$ cat config.mk
export PLATFORM = sky130hd
export DESIGN_NAME = sle_exec
export DESIGN_NICKNAME = d
export VERILOG_FILES = /design/src/sle_pkg.sv /design/src/sle_exec.sv
export SDC_FILE = /design/constraint.sdc
export NUM_CORES = 2
export LEC_CHECK = 0
export BUFFER_PORTS_ARGS = -buffer_cell sky130_fd_sc_hd__buf_2
export CAP_MARGIN = 20
export CORE_MARGIN = 2
export CORE_UTILIZATION = 50
export CTS_CLUSTER_SIZE = 14
export DETAILED_ROUTE_END_ITERATION = 10
export PLACE_DENSITY = 0.75
export SYNTH_ARGS = -nofsm -noshare
export SYNTH_HDL_FRONTEND = slang
export SYNTH_SLANG_ARGS = --single-unit
export TNS_END_PERCENT = 50
$ cat constraint.sdc
create_clock -name clk_sys -period 3.6 [get_ports clk_sys]
set_input_delay 0.18 -clock clk_sys [delete_from_list [all_inputs] [get_ports clk_sys]]
set_output_delay 0.18 -clock clk_sys [all_outputs]
set_load 0.01 [all_outputs]
$ cat src/sle_pkg.sv
/*
 * Shared constants for the store/load/bit execution unit, plus the
 * shift and rotate datapath that the unit instantiates.
 * Assumes a single clock domain and the register map defined here.
 */
`timescale 1ns/1ps
`default_nettype none

package sle_pkg;
  // Register map, byte addresses on the Avalon slave
  localparam logic [7:0] OFS_CMD   = 8'h00;
  localparam logic [7:0] OFS_CONST = 8'h04;
  localparam logic [7:0] OFS_STAT  = 8'h08;
  localparam logic [7:0] OFS_SP    = 8'h0c;
  localparam logic [7:0] OFS_GPR   = 8'h80;

  // Command word and status word field positions
  localparam int F_OP   = 0;
  localparam int F_RD   = 6;
  localparam int F_RR   = 11;
  localparam int F_BIT  = 16;
  localparam int F_Q    = 19;
  localparam int F_PTR  = 25;
  localparam int F_MODE = 27;
  localparam int STAT_BUSY = 0;
  localparam int STAT_STATUS_REGISTER = 8;

  // Reset values
  localparam logic [15:0] SP_RST   = 16'h0000;
  localparam logic [7:0]  STATUS_REGISTER_RST = 8'h00;

  // Status register bit positions
  localparam int FL_C = 0;
  localparam int FL_Z = 1;
  localparam int FL_N = 2;
  localparam int FL_V = 3;
  localparam int FL_S = 4;
  localparam int FL_H = 5;
  localparam int FL_T = 6;
  localparam int FL_I = 7;

  // Operation codes
  localparam logic [5:0] OP_ST   = 6'h00;
  localparam logic [5:0] OP_STD  = 6'h01;
  localparam logic [5:0] OP_STS  = 6'h02;
  localparam logic [5:0] OP_LPM  = 6'h03;
  localparam logic [5:0] OP_SPM  = 6'h04;
  localparam logic [5:0] OP_IN   = 6'h05;
  localparam logic [5:0] OP_OUT  = 6'h06;
  localparam logic [5:0] OP_PUSH = 6'h07;
  localparam logic [5:0] OP_POP  = 6'h08;
  localparam logic [5:0] OP_SBI  = 6'h09;
  localparam logic [5:0] OP_CBI  = 6'h0a;
  localparam logic [5:0] OP_LSL  = 6'h0b;
  localparam logic [5:0] OP_LSR  = 6'h0c;
  localparam logic [5:0] OP_ROL  = 6'h0d;
  localparam logic [5:0] OP_ROR  = 6'h0e;
  localparam logic [5:0] OP_ASR  = 6'h0f;
  localparam logic [5:0] OP_BST  = 6'h10;
  localparam logic [5:0] OP_BLD  = 6'h11;
  localparam logic [5:0] OP_FLAG_SET_INDEXED = 6'h12;
  localparam logic [5:0] OP_FLAG_CLEAR_INDEXED = 6'h13;
  localparam logic [5:0] OP_SEF  = 6'h20;
  localparam logic [5:0] OP_CLF  = 6'h28;

  // Shift kinds, in the same order as the shift op codes
  localparam logic [2:0] SH_LSL = 3'h0;
  localparam logic [2:0] SH_LSR = 3'h1;
  localparam logic [2:0] SH_ROL = 3'h2;
  localparam logic [2:0] SH_ROR = 3'h3;
  localparam logic [2:0] SH_ASR = 3'h4;

  // Pointer pairs and addressing modes
  localparam logic [1:0] PTR_X = 2'h0;
  localparam logic [1:0] PTR_Y = 2'h1;
  localparam logic [1:0] PTR_Z = 2'h2;
  localparam logic [4:0] BASE_X = 5'h1a;
  localparam logic [4:0] BASE_Y = 5'h1c;
  localparam logic [4:0] BASE_Z = 5'h1e;
  localparam logic [1:0] MODE_PLAIN = 2'h0;
  localparam logic [1:0] MODE_POST  = 2'h1;
  localparam logic [1:0] MODE_PRE   = 2'h2;

  // Cycle counts
  localparam logic [1:0] CYC_ONE   = 2'h1;
  localparam logic [1:0] CYC_TWO   = 2'h2;
  localparam logic [1:0] CYC_THREE = 2'h3;

  typedef enum logic [1:0] {
    SLE_IDLE = 2'b01,
    SLE_EXEC = 2'b10
  } sle_state_t;

  function automatic logic [1:0] sle_cycles(input logic [5:0] op);
    case (op)
      OP_LPM: return CYC_THREE;
      OP_ST, OP_STD, OP_STS, OP_PUSH, OP_POP, OP_SBI, OP_CBI: return CYC_TWO;
      default: return CYC_ONE;
    endcase
  endfunction

  function automatic logic [4:0] sle_ptr_base(input logic [1:0] sel);
    case (sel)
      PTR_X:   return BASE_X;
      PTR_Y:   return BASE_Y;
      default: return BASE_Z;
    endcase
  endfunction
endpackage

module sle_shift_unit (
  input  wire logic [2:0] kind,
  input  wire logic [7:0] val,
  input  wire logic       c_in,
  output logic      [7:0] res,
  output logic            c_out
);
  import sle_pkg::*;

  always_comb begin
    res   = val;
    c_out = c_in;
    case (kind)
      SH_LSL: begin
        res   = {val[6:0], 1'b0};
        c_out = val[7];
      end
      SH_LSR: begin
        res   = {1'b0, val[7:1]};
        c_out = val[0];
      end
      SH_ROL: begin
        res   = {val[6:0], c_in};
        c_out = val[7];
      end
      SH_ROR: begin
        res   = {c_in, val[7:1]};
        c_out = val[0];
      end
      SH_ASR: begin
        res   = {val[7], val[7:1]};
        c_out = val[0];
      end
      default: begin
        res   = val;
        c_out = c_in;
      end
    endcase
  end
endmodule

`default_nettype wire

$ cat src/sle_exec.sv
/*
 * Execution unit for stores, program-memory access, stack, I/O bit and
 * shift/flag instructions, driven one instruction at a time from an
 * Avalon-MM slave. Data memory, program memory and I/O space sit
 * outside on the same clock and return read data in the cycle the read
 * strobe is high.
 */
// The implementer's own choices: the register offsets and the Avalon-MM slave port.
`timescale 1ns/1ps
`default_nettype none

// Contract
// - Post-increment store writes source at pointer, then pointer plus one; two cycles.
// - Pre-decrement store decrements pointer first, writes at new address; two cycles.
// - Displaced store writes at pointer plus offset, pointer unchanged; two cycles.
// - Direct store writes source at constant address; two cycles, no flags.
// - Program byte load from Z into Rd or r0, optional Z increment; three cycles.
// - Push writes source onto stack in two cycles, flags unchanged.
// - Pop moves top stack byte into destination in two cycles.
// - I/O bit set forces selected bit to one in two cycles.
// - I/O bit clear forces selected bit to zero in two cycles.
// - Logical left shift fills bit zero, updates Z C N V, one cycle.
// - Logical right shift fills bit seven, updates Z C N V, one cycle.
// - Rotate left through carry, updates flags, one cycle.
// - Rotate right through carry, updates flags, one cycle.
// - Arithmetic right shift keeps sign bit, updates Z C N V, one cycle.
// - Bit store copies register bit into transfer flag, one cycle.
// - Bit load copies transfer flag into register bit, one cycle.
// - Indexed flag set and clear force chosen status bit, one cycle.
// - Dedicated per-flag set and clear alter only that flag, one cycle.
module sle_exec #(
  parameter logic [15:0] SP_INIT = sle_pkg::SP_RST
) (
  input  wire logic        clk_sys,
  input  wire logic        nrst,
  input  wire logic [7:0]  avs_address,
  input  wire logic        avs_read,
  input  wire logic        avs_write,
  input  wire logic [31:0] avs_writedata,
  input  wire logic [3:0]  avs_byteenable,
  output logic      [31:0] avs_readdata,
  output logic             avs_waitrequest,
  output logic      [15:0] dm_addr,
  output logic      [7:0]  dm_wdata,
  output logic             dm_we,
  output logic             dm_re,
  input  wire logic [7:0]  dm_rdata,
  output logic      [5:0]  io_addr,
  output logic      [7:0]  io_wdata,
  output logic             io_we,
  output logic             io_re,
  input  wire logic [7:0]  io_rdata,
  output logic      [14:0] pm_addr,
  output logic      [15:0] pm_wdata,
  output logic             pm_we,
  output logic             pm_re,
  input  wire logic [15:0] pm_rdata,
  input  wire logic        pm_busy,
  output logic             instr_done
);
  import sle_pkg::*;

  sle_state_t  state_ff;
  logic [7:0]  gpr [32];
  logic [7:0]  status_register_ff;
  logic [15:0] sp_ff;
  logic [31:0] cmd_ff;
  logic [15:0] k_ff;
  logic [1:0]  cnt_ff;
  logic [15:0] ptr_new_ff;
  logic        zlsb_ff;
  logic [7:0]  cap_ff;
  logic [15:0] dm_addr_ff;
  logic [7:0]  dm_wdata_ff;
  logic        dm_we_ff;
  logic        dm_re_ff;
  logic [5:0]  io_addr_ff;
  logic [7:0]  io_wdata_ff;
  logic        io_we_ff;
  logic        io_re_ff;
  logic [14:0] pm_addr_ff;
  logic [15:0] pm_wdata_ff;
  logic        pm_we_ff;
  logic        pm_re_ff;
  logic [31:0] rdata_ff;
  logic        rd_ack_ff;
  logic        done_ff;

  logic        busy;
  logic        start;
  logic        bus_wr;
  logic        last;
  logic [5:0]  w_op;
  logic [4:0]  w_rr;
  logic [1:0]  w_ptr;
  logic [1:0]  w_mode;
  logic [15:0] w_p;
  logic [5:0]  op_ff;
  logic [4:0]  rd_ff;
  logic [4:0]  rr_ff;
  logic [2:0]  bit_ff;
  logic [1:0]  mode_ff;
  logic [7:0]  mask;
  logic [7:0]  sh_res;
  logic        sh_c;
  logic        is_shift;
  logic        wr_rd_en;
  logic [4:0]  wr_rd_idx;
  logic [7:0]  wr_rd_val;
  logic        wr_ptr_en;
  logic [4:0]  wr_ptr_base;
  logic [7:0]  nxt_status_register;

  function automatic logic [15:0] ptr_of(input logic [1:0] sel);
    logic [4:0] b;
    b = sle_ptr_base(sel);
    return {gpr[b + 5'h1], gpr[b]};
  endfunction

  assign busy     = (state_ff != SLE_IDLE);
  assign bus_wr   = avs_write && !busy;
  assign start    = bus_wr && (avs_address == OFS_CMD) && avs_byteenable[0];
  assign w_op     = avs_writedata[F_OP +: 6];
  assign w_rr     = avs_writedata[F_RR +: 5];
  assign w_ptr    = avs_writedata[F_PTR +: 2];
  assign w_mode   = avs_writedata[F_MODE +: 2];
  assign w_p      = ptr_of(w_ptr);
  assign op_ff    = cmd_ff[F_OP +: 6];
  assign rd_ff    = cmd_ff[F_RD +: 5];
  assign rr_ff    = cmd_ff[F_RR +: 5];
  assign bit_ff   = cmd_ff[F_BIT +: 3];
  assign mode_ff  = cmd_ff[F_MODE +: 2];
  assign mask     = 8'h01 << bit_ff;
  assign is_shift = (op_ff >= OP_LSL) && (op_ff <= OP_ASR);
  // Program store holds its last cycle until the programming logic is free
  assign last     = (state_ff == SLE_EXEC) && (cnt_ff == CYC_ONE)
                    && !((op_ff == OP_SPM) && pm_busy);

  // Writes stall while an instruction runs; reads take one wait cycle
  assign avs_waitrequest = (avs_read && !rd_ack_ff) || (avs_write && busy);
  assign avs_readdata    = rdata_ff;
  assign instr_done      = done_ff;
  assign dm_addr  = dm_addr_ff;
  assign dm_wdata = dm_wdata_ff;
  assign dm_we    = dm_we_ff;
  assign dm_re    = dm_re_ff;
  assign io_addr  = io_addr_ff;
  assign io_wdata = io_wdata_ff;
  assign io_we    = io_we_ff;
  assign io_re    = io_re_ff;
  assign pm_addr  = pm_addr_ff;
  assign pm_wdata = pm_wdata_ff;
  assign pm_we    = pm_we_ff;
  assign pm_re    = pm_re_ff;

  sle_shift_unit u_shift (
    .kind  (3'(op_ff - OP_LSL)),
    .val   (gpr[rd_ff]),
    .c_in  (status_register_ff[FL_C]),
    .res   (sh_res),
    .c_out (sh_c)
  );

  always_ff @(posedge clk_sys or negedge nrst) begin
    if (!nrst) begin
      state_ff <= SLE_IDLE;
      cnt_ff   <= 2'h0;
      cmd_ff   <= 32'h0;
      done_ff  <= 1'b0;
    end else begin
      done_ff <= last;
      case (state_ff)
        SLE_IDLE: begin
          if (start) begin
            state_ff <= SLE_EXEC;
            cmd_ff   <= avs_writedata;
            cnt_ff   <= sle_cycles(w_op);
          end
        end
        SLE_EXEC: begin
          if (last) begin
            state_ff <= SLE_IDLE;
          end else if (cnt_ff != CYC_ONE) begin
            cnt_ff <= cnt_ff - 2'h1;
          end
        end
        default: state_ff <= SLE_IDLE;
      endcase
    end
  end

  // Data memory port: requests leave on the start edge
  always_ff @(posedge clk_sys or negedge nrst) begin
    if (!nrst) begin
      dm_addr_ff  <= 16'h0;
      dm_wdata_ff <= 8'h0;
      dm_we_ff    <= 1'b0;
      dm_re_ff    <= 1'b0;
      ptr_new_ff  <= 16'h0;
    end else begin
      dm_we_ff <= 1'b0;
      dm_re_ff <= 1'b0;
      if (start) begin
        dm_wdata_ff <= gpr[w_rr];
        ptr_new_ff  <= w_p;
        case (w_op)
          OP_ST: begin
            dm_we_ff <= 1'b1;
            if (w_mode == MODE_PRE) begin
              dm_addr_ff <= w_p - 16'h1;
              ptr_new_ff <= w_p - 16'h1;
            end else begin
              dm_addr_ff <= w_p;
              ptr_new_ff <= (w_mode == MODE_POST) ? w_p + 16'h1 : w_p;
            end
          end
          OP_STD: begin
            dm_we_ff   <= 1'b1;
            dm_addr_ff <= w_p + {10'h0, avs_writedata[F_Q +: 6]};
          end
          OP_STS: begin
            dm_we_ff   <= 1'b1;
            dm_addr_ff <= k_ff;
          end
          OP_PUSH: begin
            dm_we_ff   <= 1'b1;
            dm_addr_ff <= sp_ff;
          end
          OP_POP: begin
            dm_re_ff   <= 1'b1;
            dm_addr_ff <= sp_ff + 16'h1;
          end
          OP_LPM: ptr_new_ff <= ptr_of(PTR_Z) + 16'h1;
          default: dm_addr_ff <= dm_addr_ff;
        endcase
      end
    end
  end

  // I/O port, with a read-modify-write for the bit set and clear forms
  always_ff @(posedge clk_sys or negedge nrst) begin
    if (!nrst) begin
      io_addr_ff  <= 6'h0;
      io_wdata_ff <= 8'h0;
      io_we_ff    <= 1'b0;
      io_re_ff    <= 1'b0;
    end else begin
      io_we_ff <= 1'b0;
      io_re_ff <= 1'b0;
      if (start) begin
        io_addr_ff  <= k_ff[5:0];
        io_wdata_ff <= gpr[w_rr];
        io_we_ff    <= (w_op == OP_OUT);
        io_re_ff    <= (w_op == OP_IN) || (w_op == OP_SBI) || (w_op == OP_CBI);
      end else if (io_re_ff && (op_ff == OP_SBI)) begin
        io_we_ff    <= 1'b1;
        io_wdata_ff <= io_rdata | mask;
      end else if (io_re_ff && (op_ff == OP_CBI)) begin
        io_we_ff    <= 1'b1;
        io_wdata_ff <= io_rdata & ~mask;
      end
    end
  end

  // Program memory port; word address from Z, byte chosen by its lsb
  always_ff @(posedge clk_sys or negedge nrst) begin
    if (!nrst) begin
      pm_addr_ff  <= 15'h0;
      pm_wdata_ff <= 16'h0;
      pm_we_ff    <= 1'b0;
      pm_re_ff    <= 1'b0;
      zlsb_ff     <= 1'b0;
    end else begin
      pm_we_ff <= 1'b0;
      pm_re_ff <= 1'b0;
      if (start) begin
        pm_addr_ff  <= 15'(ptr_of(PTR_Z) >> 1);
        zlsb_ff     <= gpr[BASE_Z][0];
        pm_wdata_ff <= {gpr[5'h1], gpr[5'h0]};
        pm_we_ff    <= (w_op == OP_SPM);
        pm_re_ff    <= (w_op == OP_LPM);
      end
    end
  end

  // Read data capture for pop and program loads
  always_ff @(posedge clk_sys or negedge nrst) begin
    if (!nrst) begin
      cap_ff <= 8'h0;
    end else if (dm_re_ff) begin
      cap_ff <= dm_rdata;
    end else if (pm_re_ff) begin
      cap_ff <= zlsb_ff ? pm_rdata[15:8] : pm_rdata[7:0];
    end
  end

  always_ff @(posedge clk_sys or negedge nrst) begin
    if (!nrst) begin
      sp_ff <= SP_INIT;
    end else if (bus_wr && (avs_address == OFS_SP)) begin
      if (avs_byteenable[0]) sp_ff[7:0] <= avs_writedata[7:0];
      if (avs_byteenable[1]) sp_ff[15:8] <= avs_writedata[15:8];
    end else if (start && (w_op == OP_PUSH)) begin
      sp_ff <= sp_ff - 16'h1;
    end else if (start && (w_op == OP_POP)) begin
      sp_ff <= sp_ff + 16'h1;
    end
  end

  always_ff @(posedge clk_sys or negedge nrst) begin
    if (!nrst) begin
      k_ff <= 16'h0;
    end else if (bus_wr && (avs_address == OFS_CONST)) begin
      if (avs_byteenable[0]) k_ff[7:0] <= avs_writedata[7:0];
      if (avs_byteenable[1]) k_ff[15:8] <= avs_writedata[15:8];
    end
  end

  // Register file write-back, all on the last instruction cycle
  always_comb begin
    wr_rd_en    = 1'b0;
    wr_rd_idx   = rd_ff;
    wr_rd_val   = cap_ff;
    wr_ptr_en   = 1'b0;
    wr_ptr_base = sle_ptr_base(cmd_ff[F_PTR +: 2]);
    if (last) begin
      case (op_ff)
        OP_ST: wr_ptr_en = (mode_ff != MODE_PLAIN);
        OP_LPM: begin
          wr_rd_en    = 1'b1;
          wr_rd_idx   = (mode_ff == MODE_PLAIN) ? 5'h0 : rd_ff;
          wr_ptr_en   = (mode_ff == MODE_POST);
          wr_ptr_base = BASE_Z;
        end
        OP_IN: begin
          wr_rd_en  = 1'b1;
          wr_rd_val = io_rdata;
        end
        OP_POP: wr_rd_en = 1'b1;
        OP_BLD: begin
          wr_rd_en  = 1'b1;
          wr_rd_val = status_register_ff[FL_T] ? (gpr[rd_ff] | mask) : (gpr[rd_ff] & ~mask);
        end
        default: begin
          wr_rd_en  = is_shift;
          wr_rd_val = sh_res;
        end
      endcase
    end
  end

  always_ff @(posedge clk_sys or negedge nrst) begin
    if (!nrst) begin
      for (int i = 0; i < 32; i++) gpr[i] <= 8'h0;
    end else if (bus_wr && avs_address[7] && avs_byteenable[0]) begin
      gpr[avs_address[6:2]] <= avs_writedata[7:0];
    end else begin
      if (wr_rd_en) gpr[wr_rd_idx] <= wr_rd_val;
      if (wr_ptr_en) begin
        gpr[wr_ptr_base]        <= ptr_new_ff[7:0];
        gpr[wr_ptr_base + 5'h1] <= ptr_new_ff[15:8];
      end
    end
  end

  // Status register; stores, stack, I/O and loads leave it alone
  always_comb begin
    nxt_status_register = status_register_ff;
    if (last) begin
      if (is_shift) begin
        nxt_status_register[FL_Z] = (sh_res == 8'h00);
        nxt_status_register[FL_C] = sh_c;
        nxt_status_register[FL_N] = sh_res[7];
        nxt_status_register[FL_V] = sh_res[7] ^ sh_c;
      end else if (op_ff == OP_BST) begin
        nxt_status_register[FL_T] = gpr[rr_ff][bit_ff];
      end else if (op_ff == OP_FLAG_SET_INDEXED) begin
        nxt_status_register[bit_ff] = 1'b1;
      end else if (op_ff == OP_FLAG_CLEAR_INDEXED) begin
        nxt_status_register[bit_ff] = 1'b0;
      end else if (op_ff[5:3] == OP_SEF[5:3]) begin
        nxt_status_register[op_ff[2:0]] = 1'b1;
      end else if (op_ff[5:3] == OP_CLF[5:3]) begin
        nxt_status_register[op_ff[2:0]] = 1'b0;
      end
    end
  end

  always_ff @(posedge clk_sys or negedge nrst) begin
    if (!nrst) begin
      status_register_ff <= STATUS_REGISTER_RST;
    end else if (bus_wr && (avs_address == OFS_STAT) && avs_byteenable[1]) begin
      status_register_ff <= avs_writedata[STAT_STATUS_REGISTER +: 8];
    end else begin
      status_register_ff <= nxt_status_register;
    end
  end

  // Read path: one wait cycle so read data comes from a flip-flop
  always_ff @(posedge clk_sys or negedge nrst) begin
    if (!nrst) begin
      rdata_ff  <= 32'h0;
      rd_ack_ff <= 1'b0;
    end else begin
      rd_ack_ff <= avs_read && !rd_ack_ff;
      if (avs_read && !rd_ack_ff) begin
        if (avs_address[7]) begin
          rdata_ff <= {24'h0, gpr[avs_address[6:2]]};
        end else begin
          case (avs_address)
            OFS_CMD:   rdata_ff <= cmd_ff;
            OFS_CONST: rdata_ff <= {16'h0, k_ff};
            OFS_STAT:  rdata_ff <= {16'h0, status_register_ff, 7'h0, busy};
            OFS_SP:    rdata_ff <= {16'h0, sp_ff};
            default:   rdata_ff <= 32'h0;
          endcase
        end
      end
    end
  end
endmodule

`default_nettype wire

==> reports/summary.txt <==
status: complete, no violations
most frequent cells in the layout: nand2_1, dfrtp_1, o21ai_0
DRT Pass-1 Iters: 9
pre-CTS setup slack: 0.0589 ns
via count: 34.3k
HPWL Detailed: 111000 um
CP Launch Type: flop
crit path launch: cmd_ff[7]
Area after DPL: 0.0366 mm2
library cells used by synthesis: 100
die area: 0.0691 mm2
Final Hold Vio Count: 0
Post-synth EDFFs: 0
share of layout cells above drive strength 1: 24.2%
Clock Latency Late Sink: 0.64 ns
antenna violations before repair: 7
pwr/cell area: 398 mW/mm2
site row count: 94
Starting Density: 50.7%
Final WS setup: 0.0810 ns
top_reg_cell synth: dfrtp_1
vias in the first global route: 32.4k
DR DRC count: 0
clock-pin slew on the worst setup and hold paths: 0.07 ns
GRT Overall Usage: 43.2%
I/O Pins: 190
commonest non-fill, non-tap cell in the layout: nand2_1
CORE AREA: 0.0661 mm2
logic gate share of total power: 23.0%
Die Span Y: 263 um
Synth Area per Inst: 9.60 um2
Seq pwr share: 39.8%
DR iter-0 viols: 6032
slew margin rel.: 26.5%
WS Path Type: flop to flop
Pins Over Slew Limit: 0
# nets final: 3828
die width: 263 um
Final setup viols: 0
H-tree levels: 2
crit path capture type: flop
Pwr Total: 15.5 mW
gpl congestion: 1.13
P&R area growth vs syn: 15.9%
switching share of power: 33.1%
HP Class: input port to flop
port bufs: 187
internal power: 10.3 mW
clock sink count: 466
RR Startpoint: cmd_ff[7]
drt wl/cell: 32.7 um
Sw Pwr: 5.12 mW
CTS tree: yes
Max-Cap Viols: 0
post-route minimum period: 3.52 ns
CP Data Arrival Time: 4.04 ns
global route overflow: 0
share of the synthesized area in the top cell type: 34.7%
Post-Route Setup TNS: 0 ns
post-synth net total: 3589
clk buf depth: 3
Inserted Clock Buffers: 54
Yosys Warn Count: 0
worst hold margin: 0.00675 ns
Detailed Route WL: 152000 um
DRT antenna net count: 0
routed vias/inst: 7.39
register bit total from synthesis: 466
Leakage: 16.0 nW
clock power share: 37.2%
root buffer cell: clkbuf_16
Peak Freq: 284 MHz
main area contributors after synthesis: dfrtp_1, mux4_2, nand2_1
Sequential Area: 0.0117 mm2
Tcrit/Tclk final: 97.7%
Peak VDD IR: 0.000371 V
area of the multi-input gates: 0.0203 mm2
Min-Delay Startpoint: io_rdata[2]
clock skew: 0.0284 ns
Mapped Cells: 3493
actual slew at the worst max-slew pin: 1.09 ns
register area share after synthesis: 34.8%
Async S/R FF share, synth: 100%
largest net degree at the start of global routing: 109
Design Area, Final: 0.0389 mm2
CP Max Fanout: 32
Yosys top cell by area: dfrtp_1
cell area after synthesis: 0.0335 mm2
RSZ-0062 raised after global routing: false
Filler cells: 5703
first-pass GRT wire length: 222000 um
Crit path required time: 4.12 ns
==> timing repair <==
action | CTS | global route
hold endpoints to repair | 125 | 0
endpoints found under the setup margin | 0 | 94
gates resized for setup | 0 | 2
hold buffers | 38 | 0
buffers inserted | 0 | 0
==> worst paths after layout <==
path                       slack [ns]                to  cells past startpoint
hold reg to reg                  0.46  avs_readdata[22]                      2
max in group asynchronous        2.35           gpr[38]                      3
setup reg to reg                 0.08           gpr[82]                     11
min in group asynchronous        0.19         cap_ff[5]                      2
hold / removal                  0.007       io_wdata[2]                      4
setup / recovery                 0.08           gpr[82]                     11
==> sequential cells by signal (all words and copies together), names as in the netlist, 15 cells and up, named ones only <==
name / count
dm_addr: 16
cmd_ff: 32
sp_ff: 16
pm_addr: 15
pm_wdata: 16
ptr_new_ff: 16
avs_readdata: 32
k_ff: 16
gpr: 256
==> power groups by stage <==
stage / Combinational (mW) / Sequential [mW] / Clock, mW
floorplan: 2.08 / 5.92 / 0
detailed placement: 3.33 / 6.19 / 0
CTS: 3.38 / 6.10 / 5.74
global route: 3.69 / 6.16 / 5.95
finish: 3.56 / 6.16 / 5.75
global placement: 3.30 / 6.17 / 0
==> per-stage QoR <==
stage / utilization [%] / instances
after floorplan: - / 3493
after global placement: 55.4 / 4502
after detailed placement: 55.4 / 4502
after CTS: 58.8 / 4639
after global routing: 58.8 / 4639
final: 58.8 / 4644
==> layout make-up <==
type                       count  share of cell area (%)
multi-input combinational   2665                    52.4
tap                          864                    2.78
timing repair buffer         509                    9.76
antenna                        5                  0.0322
sequential                   466                    30.1
inverter                      36                   0.348
clock inverter                25                   0.670
clock buffer                  74                    3.99
==> layer usage <==
metal / vias to the layer above / global-route usage (%) / wire length (um)
met4: 10 / 25.0 / 11300
met5: - / 1.18 / 150
met3: 666 / 17.7 / 24100
met2: 3108 / 62.3 / 63500
met1: 16600 / 54.7 / 52700
li1: 13900 / - / -
==> synth_stat cells, types with 14 or more instances <==
cell type	n
buf_1	40
a22o_1	17
mux2i_1	139
inv_1	30
nor3_1	44
and2_1	22
nand2b_1	14
buf_2	52
a32oi_1	35
nand4_1	37
nand2_1	489
o21ai_1	112
clkbuf_1	209
o21ai_0	291
a222oi_1	31
a221oi_1	29
ha_1	14
a31oi_1	54
nor2b_1	20
or3_1	15
nor2_1	209
xnor2_1	29
mux4_2	253
a21o_1	25
xor2_1	22
and3_1	35
a21oi_1	144
nand3_1	87
o22ai_1	48
mux2_2	46
a22oi_1	189
dfrtp_1	465
==> critical path: stages, from the launching register on <==
cell	delay (ns)
dfrtp_4	0.54
buf_12	0.24
buf_4	0.27
mux2i_1	0.58
a2bb2oi_1	0.17
nand3_1	0.17
nand2_1	0.14
or2_2	0.29
a222oi_1	0.35
a2bb2oi_2	0.23
buf_12	0.26
o21ai_1	0.12
==> cells by family after synthesis <==
family                   Yosys count  synth area share (%)
buffers and inverters            362                  4.71
flip-flops                       466                  34.8
AND/OR/NAND/NOR                 1045                  14.2
AO/OA/AOI/OAI                   1112                  21.6
XOR/XNOR                          51                  1.33
adder cells (fa/ha/maj)           15                 0.582
multiplexers                     442                  22.8
Note: power is estimated with default switching activity, not from simulation.
